File: config.mk
export PLATFORM = sky130hd
export DESIGN_NAME = asrc_ctrl
export DESIGN_NICKNAME = d
export VERILOG_FILES = /design/src/asrc_pkg.sv /design/src/asrc_ctrl.sv /design/src/asrc_timer.sv
export VERILOG_INCLUDE_DIRS = /design/src
export SDC_FILE = /design/constraint.sdc
export NUM_CORES = 1
export LEC_CHECK = 0
export ABC_AREA = 0
export BUFFER_PORTS_ARGS = -buffer_cell sky130_fd_sc_hd__buf_2
export CORE_ASPECT_RATIO = 0.75
export CORE_MARGIN = 3
export CORE_UTILIZATION = 30
export CTS_CLUSTER_DIAMETER = 60
export DETAILED_ROUTE_END_ITERATION = 8
export GPL_TIMING_DRIVEN = 0
export SLEW_MARGIN = 20
export SYNTH_ARGS = -nofsm -noshare
export SYNTH_HDL_FRONTEND = slang
export SYNTH_HIERARCHICAL = 1
export SYNTH_SLANG_ARGS = --single-unit
File: constraint.sdc
create_clock -name CLK_I -period 7.5 [get_ports CLK_I]
set_input_delay 0.75 -clock CLK_I [delete_from_list [all_inputs] [get_ports CLK_I]]
set_output_delay 0.75 -clock CLK_I [all_outputs]
set_load 0.02 [all_outputs]
File: src/asrc_defines.svh
// timing constants and field layout for the async sram word/byte controller
`ifndef ASRC_DEFINES_SVH
`define ASRC_DEFINES_SVH
// ************************************************************
// widths
// ************************************************************
`define ASRC_ADDR_W 18
`define ASRC_DATA_W 16
`define ASRC_LANE_W 8
// ************************************************************
// timing in ns, recovery in ms (slow grade by default) and clock period
// ************************************************************
`define ASRC_CLK_PERIOD_NS 8
`define ASRC_READ_CYCLE_NS 70
`define ASRC_DRIVE_TO_VALID_NS 35
`define ASRC_WRITE_CYCLE_NS 70
`define ASRC_WRITE_PULSE_NS 60
`define ASRC_DATA_SETUP_NS 30
`define ASRC_FLOAT_NS 25
`define ASRC_RECOVERY_MS 5
`define ASRC_NS_PER_MS 1000000
// cycle counts: minimums round up
`define ASRC_CYC_UP(ns) (((ns) + `ASRC_CLK_PERIOD_NS - 1) / `ASRC_CLK_PERIOD_NS)
`define ASRC_READ_CYC `ASRC_CYC_UP(`ASRC_READ_CYCLE_NS)
`define ASRC_WRITE_CYC `ASRC_CYC_UP(`ASRC_WRITE_CYCLE_NS)
`define ASRC_WPULSE_CYC `ASRC_CYC_UP(`ASRC_WRITE_PULSE_NS)
`define ASRC_FLOAT_CYC `ASRC_CYC_UP(`ASRC_FLOAT_NS)
`define ASRC_RECOVERY_CYC \
   `ASRC_CYC_UP(`ASRC_RECOVERY_MS * `ASRC_NS_PER_MS)
`endif

File: src/asrc_pkg.sv
// types for the async sram word/byte controller
`include "asrc_defines.svh"
package asrc_pkg;
   typedef struct packed {
      logic write;
      logic [1:0] lane_en;
      logic [`ASRC_ADDR_W-1:0] addr;
      logic [`ASRC_DATA_W-1:0] wdata;
   } asrc_req_t;
   typedef struct packed {
      logic device_select_n;
      logic output_drive_enable_n;
      logic write_strobe_n;
      logic low_lane_enable_n;
      logic high_lane_enable_n;
   } asrc_ctl_t;
   typedef enum logic [2:0] {
      ST_RECOVER, ST_IDLE, ST_READ, ST_WRITE, ST_WEND, ST_TURN
   } asrc_state_t;
endpackage

File: src/asrc_ctrl.sv
// host-side controller for an asynchronous 256K x 16 static ram
`timescale 1ns/100ps
`include "asrc_defines.svh"
module asrc_ctrl
   import asrc_pkg::*;
#(
   parameter int RECOVERY_CYC = `ASRC_RECOVERY_CYC,
   parameter int READ_CYC = `ASRC_READ_CYC,
   parameter int WRITE_CYC = `ASRC_WRITE_CYC,
   parameter int WPULSE_CYC = `ASRC_WPULSE_CYC,
   parameter int FLOAT_CYC = `ASRC_FLOAT_CYC
) (
   // clock and reset
   input wire logic CLK_I,
   input wire logic RST_B_I,
   // user request
   input wire logic REQ_VALID_I,
   output logic REQ_READY_O,
   input wire asrc_req_t REQ_I,
   input wire logic RETENTION_EXIT_I,
   // user answer
   output logic RSP_VALID_O,
   output logic [`ASRC_DATA_W-1:0] RSP_DATA_O,
   // memory pins
   output logic [`ASRC_ADDR_W-1:0] WORD_ADDRESS_O,
   output asrc_ctl_t CTL_O,
   input wire logic [`ASRC_DATA_W-1:0] DATA_LINES_I,
   output logic [`ASRC_DATA_W-1:0] DATA_LINES_O,
   output logic DATA_LINES_OE_O
);
   localparam int CNT_W = 20;
   // ************************************************************
   // pin input synchroniser
   // ************************************************************
   logic [`ASRC_DATA_W-1:0] din_meta_ff;
   logic [`ASRC_DATA_W-1:0] din_sync_ff;
   logic ret_meta_ff;
   logic ret_sync_ff;
   always_ff @(posedge CLK_I or negedge RST_B_I) begin
      if (!RST_B_I) begin
         din_meta_ff <= '0;
         din_sync_ff <= '0;
         ret_meta_ff <= 1'b0;
         ret_sync_ff <= 1'b0;
      end else begin
         din_meta_ff <= DATA_LINES_I;
         din_sync_ff <= din_meta_ff;
         ret_meta_ff <= RETENTION_EXIT_I;
         ret_sync_ff <= ret_meta_ff;
      end
   end
   // ************************************************************
   // access sequencer
   // ************************************************************
   asrc_state_t state_ff, nxt_state;
   asrc_ctl_t ctl_ff, nxt_ctl;
   logic [`ASRC_ADDR_W-1:0] addr_ff, nxt_addr;
   logic [`ASRC_DATA_W-1:0] wdata_ff, nxt_wdata;
   logic oe_ff, nxt_oe;
   logic [`ASRC_DATA_W-1:0] rdata_ff, nxt_rdata;
   logic rvalid_ff, nxt_rvalid;
   logic [1:0] lanes_ff, nxt_lanes;
   logic tmr_load;
   logic [CNT_W-1:0] tmr_val;
   logic tmr_done;

   function automatic logic [CNT_W-1:0] cyc(input int n);
      // every phase lasts at least one cycle; the timer counts n-1 extra
      cyc = (n > 1) ? CNT_W'(n - 1) : '0;
   endfunction

   // idle pins: everything at a definite level, select high
   function automatic asrc_ctl_t ctl_idle();
      ctl_idle = '{device_select_n: 1'b1, output_drive_enable_n: 1'b1,
                   write_strobe_n: 1'b1, low_lane_enable_n: 1'b1,
                   high_lane_enable_n: 1'b1};
   endfunction

   always_comb begin
      nxt_state = state_ff;
      nxt_ctl = ctl_ff;
      nxt_addr = addr_ff;
      nxt_wdata = wdata_ff;
      nxt_oe = oe_ff;
      nxt_rdata = rdata_ff;
      nxt_rvalid = 1'b0;
      nxt_lanes = lanes_ff;
      tmr_load = 1'b0;
      tmr_val = '0;
      case (state_ff)
         ST_RECOVER: begin
            // select stays high for the whole recovery interval
            nxt_ctl = ctl_idle();
            if (tmr_done) begin
               nxt_state = ST_IDLE;
            end
         end
         ST_IDLE: begin
            nxt_ctl = ctl_idle();
            nxt_oe = 1'b0;
            if (ret_sync_ff) begin
               tmr_load = 1'b1;
               tmr_val = cyc(RECOVERY_CYC);
               nxt_state = ST_RECOVER;
            end else if (REQ_VALID_I && REQ_I.lane_en != 2'h0) begin
               nxt_addr = REQ_I.addr;
               nxt_wdata = REQ_I.wdata;
               nxt_lanes = REQ_I.lane_en;
               nxt_ctl.device_select_n = 1'b0;
               nxt_ctl.low_lane_enable_n = ~REQ_I.lane_en[0];
               nxt_ctl.high_lane_enable_n = ~REQ_I.lane_en[1];
               if (REQ_I.write) begin
                  // data driven with the strobe; held until the end of write
                  nxt_ctl.write_strobe_n = 1'b0;
                  nxt_oe = 1'b1;
                  tmr_load = 1'b1;
                  tmr_val = cyc(WPULSE_CYC);
                  nxt_state = ST_WRITE;
               end else begin
                  // our drivers are already off when output drive falls
                  nxt_oe = 1'b0;
                  nxt_ctl.output_drive_enable_n = 1'b0;
                  // full cycle plus two synchroniser stages before sampling
                  tmr_load = 1'b1;
                  tmr_val = cyc(READ_CYC + 2);
                  nxt_state = ST_READ;
               end
            end
         end
         ST_READ: begin
            if (tmr_done) begin
               nxt_rdata = din_sync_ff;
               if (!lanes_ff[0]) begin
                  nxt_rdata[`ASRC_LANE_W-1:0] = '0;
               end
               if (!lanes_ff[1]) begin
                  nxt_rdata[`ASRC_DATA_W-1:`ASRC_LANE_W] = '0;
               end
               nxt_rvalid = 1'b1;
               nxt_ctl = ctl_idle();
               tmr_load = 1'b1;
               tmr_val = cyc(FLOAT_CYC);
               nxt_state = ST_TURN;
            end
         end
         ST_WRITE: begin
            if (tmr_done) begin
               // strobe, select and both lane enables rise together and end the write; address still stable
               nxt_ctl.write_strobe_n = 1'b1;
               nxt_ctl.device_select_n = 1'b1;
               nxt_ctl.low_lane_enable_n = 1'b1;
               nxt_ctl.high_lane_enable_n = 1'b1;
               tmr_load = 1'b1;
               tmr_val = cyc(WRITE_CYC - WPULSE_CYC);
               nxt_state = ST_WEND;
            end
         end
         ST_WEND: begin
            // zero hold, but keep data one extra cycle for margin
            nxt_oe = 1'b0;
            if (tmr_done) begin
               nxt_state = ST_IDLE;
            end
         end
         ST_TURN: begin
            // wait out the memory's float time before the next access
            if (tmr_done) begin
               nxt_state = ST_IDLE;
            end
         end
         default: begin
            nxt_state = ST_IDLE;
         end
      endcase
   end

   always_ff @(posedge CLK_I or negedge RST_B_I) begin
      if (!RST_B_I) begin
         state_ff <= ST_IDLE;
         ctl_ff <= '1;
         addr_ff <= '0;
         wdata_ff <= '0;
         oe_ff <= 1'b0;
         rdata_ff <= '0;
         rvalid_ff <= 1'b0;
         lanes_ff <= 2'h0;
      end else begin
         state_ff <= nxt_state;
         ctl_ff <= nxt_ctl;
         addr_ff <= nxt_addr;
         wdata_ff <= nxt_wdata;
         oe_ff <= nxt_oe;
         rdata_ff <= nxt_rdata;
         rvalid_ff <= nxt_rvalid;
         lanes_ff <= nxt_lanes;
      end
   end

   asrc_timer #(
      .CNT_W(CNT_W)
   ) u_timer (
      .clk_i(CLK_I),
      .rst_b_i(RST_B_I),
      .load_i(tmr_load),
      .value_i(tmr_val),
      .done_o(tmr_done)
   );

   // ************************************************************
   // outputs
   // ************************************************************
   assign REQ_READY_O = (state_ff == ST_IDLE) && !ret_sync_ff;
   assign RSP_VALID_O = rvalid_ff;
   assign RSP_DATA_O = rdata_ff;
   assign WORD_ADDRESS_O = addr_ff;
   assign CTL_O = ctl_ff;
   assign DATA_LINES_O = wdata_ff;
   assign DATA_LINES_OE_O = oe_ff;
endmodule // asrc_ctrl

File: src/asrc_timer.sv
// down counter that times each phase of a memory access
`timescale 1ns/100ps
module asrc_timer
   import asrc_pkg::*;
#(
   parameter int CNT_W = 20
) (
   // clock and reset
   input wire logic clk_i,
   input wire logic rst_b_i,
   // control
   input wire logic load_i,
   input wire logic [CNT_W-1:0] value_i,
   // status
   output logic done_o
);
   logic [CNT_W-1:0] cnt_ff;
   logic [CNT_W-1:0] nxt_cnt;
   always_comb begin
      if (load_i) begin
         nxt_cnt = value_i;
      end else if (cnt_ff != '0) begin
         nxt_cnt = cnt_ff - 1'b1;
      end else begin
         nxt_cnt = cnt_ff;
      end
   end
   always_ff @(posedge clk_i or negedge rst_b_i) begin
      if (!rst_b_i) begin
         cnt_ff <= '0;
      end else begin
         cnt_ff <= nxt_cnt;
      end
   end
   // done ignores load: the sequencer loads on done, so gating it would close a loop
   assign done_o = (cnt_ff == '0);
endmodule // asrc_timer

==> results of run 1 <==
==> layer usage <==
metal  track usage [%]  routed length, um  part of all wire (%)
met5                 0                  0                     0
met1              16.9               4750                    47
met4              4.02                 85                  0.85
met2              18.5               4350                    43
met3              4.92                864                   8.6
==> layout by cell type, fill, tap and decap left out, types with 3 or more instances in the layout <==
| cell type | netlist | final |
|---|---|---|
| mux2_4 | 20 | 20 |
| nand2_1 | 51 | 51 |
| buf_6 | 3 | 4 |
| o41ai_1 | 3 | 3 |
| a2bb2oi_1 | 4 | 4 |
| dfrtp_1 | 110 | 110 |
| nand3_1 | 5 | 5 |
| conb_1 | 1 | 9 |
| buf_12 | 3 | 3 |
| nor2_1 | 9 | 9 |
| nor4_1 | 5 | 5 |
| dfstp_2 | 6 | 6 |
| o21a_1 | 3 | 3 |
| clkinv_4 | 0 | 5 |
| xor2_1 | 8 | 8 |
| a21oi_1 | 5 | 5 |
| o21ai_0 | 29 | 29 |
| nand4_1 | 5 | 5 |
| mux2_1 | 7 | 7 |
| buf_2 | 1 | 114 |
| clkbuf_16 | 0 | 17 |
| o31ai_1 | 10 | 10 |
| xnor2_1 | 3 | 3 |
| clkbuf_1 | 7 | 8 |
| a22oi_1 | 3 | 3 |
| mux2_2 | 8 | 8 |
| and2_1 | 5 | 5 |
| inv_1 | 11 | 11 |
| bufinv_16 | 0 | 3 |
| nor3_1 | 4 | 4 |
| a31oi_1 | 6 | 6 |
==> worst max-delay path, cell delays in order (launching register included) <==
cell and delay, ps:
dfrtp_1 420, nor4_1 490, nand3_1 410, or2_1 380
inv_1 100, buf_6 180, nand2_1 80, o21ai_0 610
clkbuf_1 420, clkbuf_1 400, nand2_1 90, o31ai_1 80
==> cells by family after synthesis <==
kind of cell	count (synthesis)	synth area share (%)
mux	35	10.1
flops	116	62.4
fa+ha+maj	2	0.536
simple gates	100	11.0
buf+inv	28	4.05
other cells	1	0.0804
compound gates	71	9.84
xor+xnor	11	2.07
==> through the flow <==
step	instance area (um2)	util [%]	power, uW	instances
2_1_floorplan	4700	-	997	372
3_3_place_gp	5520	37.2	1090	686
3_5_place_dp	5550	37.4	1100	687
4_1_cts	6160	41.5	1950	718
5_1_grt	6160	41.5	2030	718
6_report	6160	41.5	1920	718
==> worst min path at each step <==
stage	from	to	slack, ps	depth (start not counted)
floorplan	din_meta_ff[0]	din_sync_ff[0]	330	0
global placement	din_meta_ff[3]	din_sync_ff[3]	330	0
detailed placement	din_meta_ff[0]	din_sync_ff[0]	330	0
CTS	RST_B_I	DATA_LINES_O[11]	220	1
global route	RST_B_I	DATA_LINES_O[11]	230	1
finish	RST_B_I	DATA_LINES_O[11]	220	1
==> layout make-up <==
| type | instances | area, um2 |
|---|---|---|
| clock buffer | 18 | 429 |
| clock inverter | 13 | 178 |
| fill | 1406 | 8680 |
| multi-input combinational | 228 | 1600 |
| tap | 200 | 250 |
| inverter | 11 | 41.3 |
| sequential | 116 | 2910 |
| timing repair buffer | 115 | 604 |
| buffer | 17 | 148 |
==> sequential cells by signal, summed over array words and instances (netlist names) <==
| register | flops |
|---|---|
| CTL_O | 5 |
| DATA_LINES_O | 16 |
| DATA_LINES_OE_O | 1 |
| RSP_DATA_O | 16 |
| RSP_VALID_O | 1 |
| WORD_ADDRESS_O | 18 |
| din_meta_ff | 16 |
| din_sync_ff | 16 |
| lanes_ff | 2 |
| ret_meta_ff | 1 |
| ret_sync_ff | 1 |
| state_ff | 3 |
| u_timer/cnt_ff | 20 |
==> power by group through the flow <==
stage          Clock (uW)  Sequential [uW]  Combinational (uW)
2_1_floorplan           0              812                 185
3_3_place_gp            0              794                 297
3_5_place_dp            0              797                 308
4_1_cts               848              789                 309
5_1_grt               886              802                 343
6_report              826              789                 305
==> results.toml, run 1 <==
[outcome]
status = "finished, final reports clean"

[worst_setup_path]
r2r-start = "u_timer/cnt_ff[8]"
r2r_slack_ps = 3740
critPathLaunch = "u_timer/cnt_ff[8]"
worstReg2RegEnd = "u_timer/cnt_ff[11]"
cp.required_ps = 7790
startpoint_type = "flip-flop"
crit_fanout = 16
crit_arrival_ps = 4050
r2r_cells = 11
cp-endpoint = "u_timer/cnt_ff[11]"
critPathKind = "flip-flop to flip-flop"
cp-end-kind = "flip-flop"

[synthesis]
yosysTopAreaCellShare_pct = 59.0
synthArstFlopShare_pct = 100
synth-edff-count = 0
synthTopCellsByCount = "dfrtp_1 (110), nand2_1 (51), o21ai_0 (29)"
ys_types = 50
seq_area_frac_synth_pct = 62.4
synth_top_cell_by_area = "dfrtp_1"
ys_ff_latch = 116
synth_area_per_cell_um2 = 12.8
synth_area_mm2 = 0.00467
synth_top_cells_by_area = "dfrtp_1 (59%), mux2_4 (6.4%), nand2_1 (4.1%)"
synth.most_common_cell = "dfrtp_1"
synth_flop_cell = "dfrtp_1"
synthCells = 364
synth_warnings = 6

[floorplan]
coreArea_mm2 = 0.0148
ios = 115
die_h_um = 114
start_util_pct = 31.5
die_w_um = 150
fp.dieArea_mm2 = 0.0171
rows = 38

[place]
portBuffers = 114
dp_hpwl_mm = 6.91
place_ws_ps = 3720
place_congestion = 0.812

[clocking]
cts.path.max_buffers = 2
clock-sinks = 116
ctsResizeCount = 0
root_buffer = "clkbuf_16"
ctsHoldBuffers = 0
htreeDepth = 4
clk_latency_ps = 410
cts_buffers = 17
post_cts_buffers = 0
cts_tree = "yes"
clk_pin_slew_worst_paths_ps = 70

[timing]
finalSetupTns_ps = 0
finalSetupViolations = 0
relSlewSlack_pct = 30.2
finalCritPeriodShare_pct = 50.1
fmax_mhz = 266
rsz0062_at_grt = "false"
period_minus_slack_ps = 3760
layout_setup_ws_ps = 3740
finalClockSkew_ps = 19.4
hold-worst-slack_ps = 217
maxSlewViolCount = 0
worstMarginPinSlew_ps = 1040
hold_violations = 0

[drt]
routedWlPerCell_um = 14.0
via_per_inst = 4.56
drt_iter0_drc = 143
ant_nets = 0
wl_mm = 10.1
dr.pass1.iters = 4
vias = 3271
drc_errors = 0

[power]
intPower_uw = 1380
p_leak_uw = 0.00300
power_frac_seq_pct = 41.1
p_switching_uw = 538
clkPwrFrac_pct = 43.0
irDropWorstVdd_uv = 156
p_per_area_mw_per_mm2 = 312
pwr-share-comb_pct = 15.9
sw_frac_of_total_pct = 28.0

[grt]
grt_pass1_vias = 3415
grt_max_degree = 81
grt_overflow_total = 0
grt_usage_pct = 12.5
antenna_found_initial = 0
grt_pass1_wl_mm = 16.9

[job]
maxCapViolCount = 0

[layout]
drive_gt1_share_pct = 37.3
areaGrowthSynthToFinish_pct = 32.0
nets = 565
n_antenna_cell = 0

[min_path]
hp-class = "primary input to asynchronous set/reset pin"
Note: power is estimated with default switching activity, not from simulation.
==> run 2: changes to the inputs <==
- clock period: 7.5 -> 3.1 ns (I/O delays scaled with it)
==> run 2 against run 1 <==
  * Clock skew about the same
  * Worst hold slack lost 180 ps
  * Global-route usage rose by 0.17 points
  * Critical endpoint is now u_timer/cnt_ff[10]
==> results.toml, run 2 (same netlist as run 1, synthesis figures left out) <==
[outcome]
status = "finished, final reports clean"

[timing]
hold_violations = 0
finalSetupViolations = 0
fmax_mhz = 337
layout_setup_ws_ps = 136
maxSlewViolCount = 0
hold-worst-slack_ps = 35.6
rsz0062_at_grt = "false"
period_minus_slack_ps = 2960
finalCritPeriodShare_pct = 95.6
finalClockSkew_ps = 19.5
worstMarginPinSlew_ps = 983
relSlewSlack_pct = 33.8

[drt]
vias = 3341
drt_iter0_drc = 130
dr.pass1.iters = 4
drc_errors = 0
wl_mm = 10.3
routedWlPerCell_um = 14.0
ant_nets = 0
via_per_inst = 4.55

[floorplan]
die_w_um = 150
coreArea_mm2 = 0.0148
start_util_pct = 31.5
fp.dieArea_mm2 = 0.0171
rows = 38
ios = 115
die_h_um = 114

[power]
p_per_area_mw_per_mm2 = 735
p_total_uw = 4700
irDropWorstVdd_uv = 378
p_leak_uw = 0.00310

[worst_setup_path]
r2r_cells = 10
worstReg2RegEnd = "u_timer/cnt_ff[10]"
r2r_slack_ps = 140
critPathKind = "flip-flop to flip-flop"
crit_arrival_ps = 3230
cp.required_ps = 3360
r2r-start = "u_timer/cnt_ff[16]"
crit_fanout = 16
startpoint_type = "flip-flop"
cp-end-kind = "flip-flop"

[grt]
grt_overflow_total = 0
grt_usage_pct = 12.7
grt_pass1_vias = 3472
grt_pass1_wl_mm = 17.2
grt_max_degree = 81
antenna_found_initial = 0

[min_path]
hp-class = "primary input to flip-flop"
whs_path_depth = 1
min_from = "DATA_LINES_I[10]"
hold_end = "din_meta_ff[10]"

[layout]
finalNonFillerCells = 735
final_common_cell = "buf_2"
largest_register_ffs = 20
largest_register = "u_timer/cnt_ff"
areaGrowthSynthToFinish_pct = 37.0
nets = 582
final_cell_mix = "buf_2 (115), dfrtp_1 (109), nand2_1 (51), o21ai_0 (28), mux2_4 (20)"
drive_gt1_share_pct = 38.9
n_antenna_cell = 0

[clocking]
clk_pin_slew_worst_paths_ps = 50
clk_latency_ps = 410
cts_buffers = 17
clock-sinks = 116
cts.path.max_buffers = 2
cts_tree = "yes"
htreeDepth = 4
root_buffer = "clkbuf_16"

[place]
portBuffers = 114
dp.cells = 687
dp_hpwl_mm = 6.91
place_ws_ps = -681
place_congestion = 0.812

[job]
maxCapViolCount = 0
-- run 2: cell count changes in the layout (fill, tap and decap cells not counted), moves of 2 or more --
cell / change
clkbuf_1: -6
o21ai_4: +2
clkbuf_2: +2
dlygate4sd3_1: +15
buf_4: +4
-- run 2: power breakdown --
group          switching [uW]  leakage (uW)  internal (uW)
logic                     414       0.00134            355
clock network             728      0.000289           1280
registers                 188       0.00147           1730
total                    1330       0.00310           3370
-- run 2: worst max path at each step --
stage / start / endpoint / slack [ps] / cells past startpoint
global placement: u_timer/cnt_ff[8] / u_timer/cnt_ff[11] / -530 / 11
floorplan: u_timer/cnt_ff[16] / u_timer/cnt_ff[11] / 100 / 11
finish: u_timer/cnt_ff[16] / u_timer/cnt_ff[10] / 140 / 10
global route: u_timer/cnt_ff[5] / u_timer/cnt_ff[8] / 5 / 10
detailed placement: u_timer/cnt_ff[10] / u_timer/cnt_ff[11] / -680 / 11
CTS: u_timer/cnt_ff[16] / u_timer/cnt_ff[11] / 10 / 11
-- run 2: layout make-up --
type | instances | area [um2]
Inverter | 11 | 45.0
Fill cell | 1378 | 8440
Multi-Input combinational cell | 228 | 1640
Clock inverter | 13 | 178
Clock buffer | 18 | 429
Buffer | 16 | 159
Timing Repair Buffer | 133 | 777
Sequential cell | 116 | 2910
Tap cell | 200 | 250
-- run 2: layer usage --
layer | track usage [%] | wire, um | vias up
met5 | 0 | 0 | -
met3 | 4.88 | 778 | 6
met1 | 17.1 | 4920 | 1634
li1 | - | - | 1602
met2 | 18.9 | 4510 | 99
met4 | 4.02 | 84 | 0
-- run 2: worst max-delay path, cell delays in order, from the launching register on --
cell and delay [ps]:
dfrtp_2 430, or3_4 400, or4_4 490, or2_4 270, inv_1 110, buf_8 160, nand2_1 110, o21ai_4 270
clkinvlp_4 270, a31oi_1 220, o41ai_1 100
-- run 2: what timing repair did --
action	4_1_cts	5_1_grt
gates cloned	0	0
setup endpoints to repair	20	36
hold buffers	14	1
endpoints found under the hold margin	45	1
gates resized for setup	7	18
buffers inserted	0	3
pin swaps	0	2
-- run 2: metrics by stage --
stage / area [um2] / TNS, ps / util, %
finish: 6390 / 0 / 43.1
global route: 6390 / 0 / 43.1
CTS: 6310 / 0 / 42.5
detailed placement: 5550 / -9870 / 37.4
global placement: 5520 / -6700 / 37.2
floorplan: 4700 / 0 / -
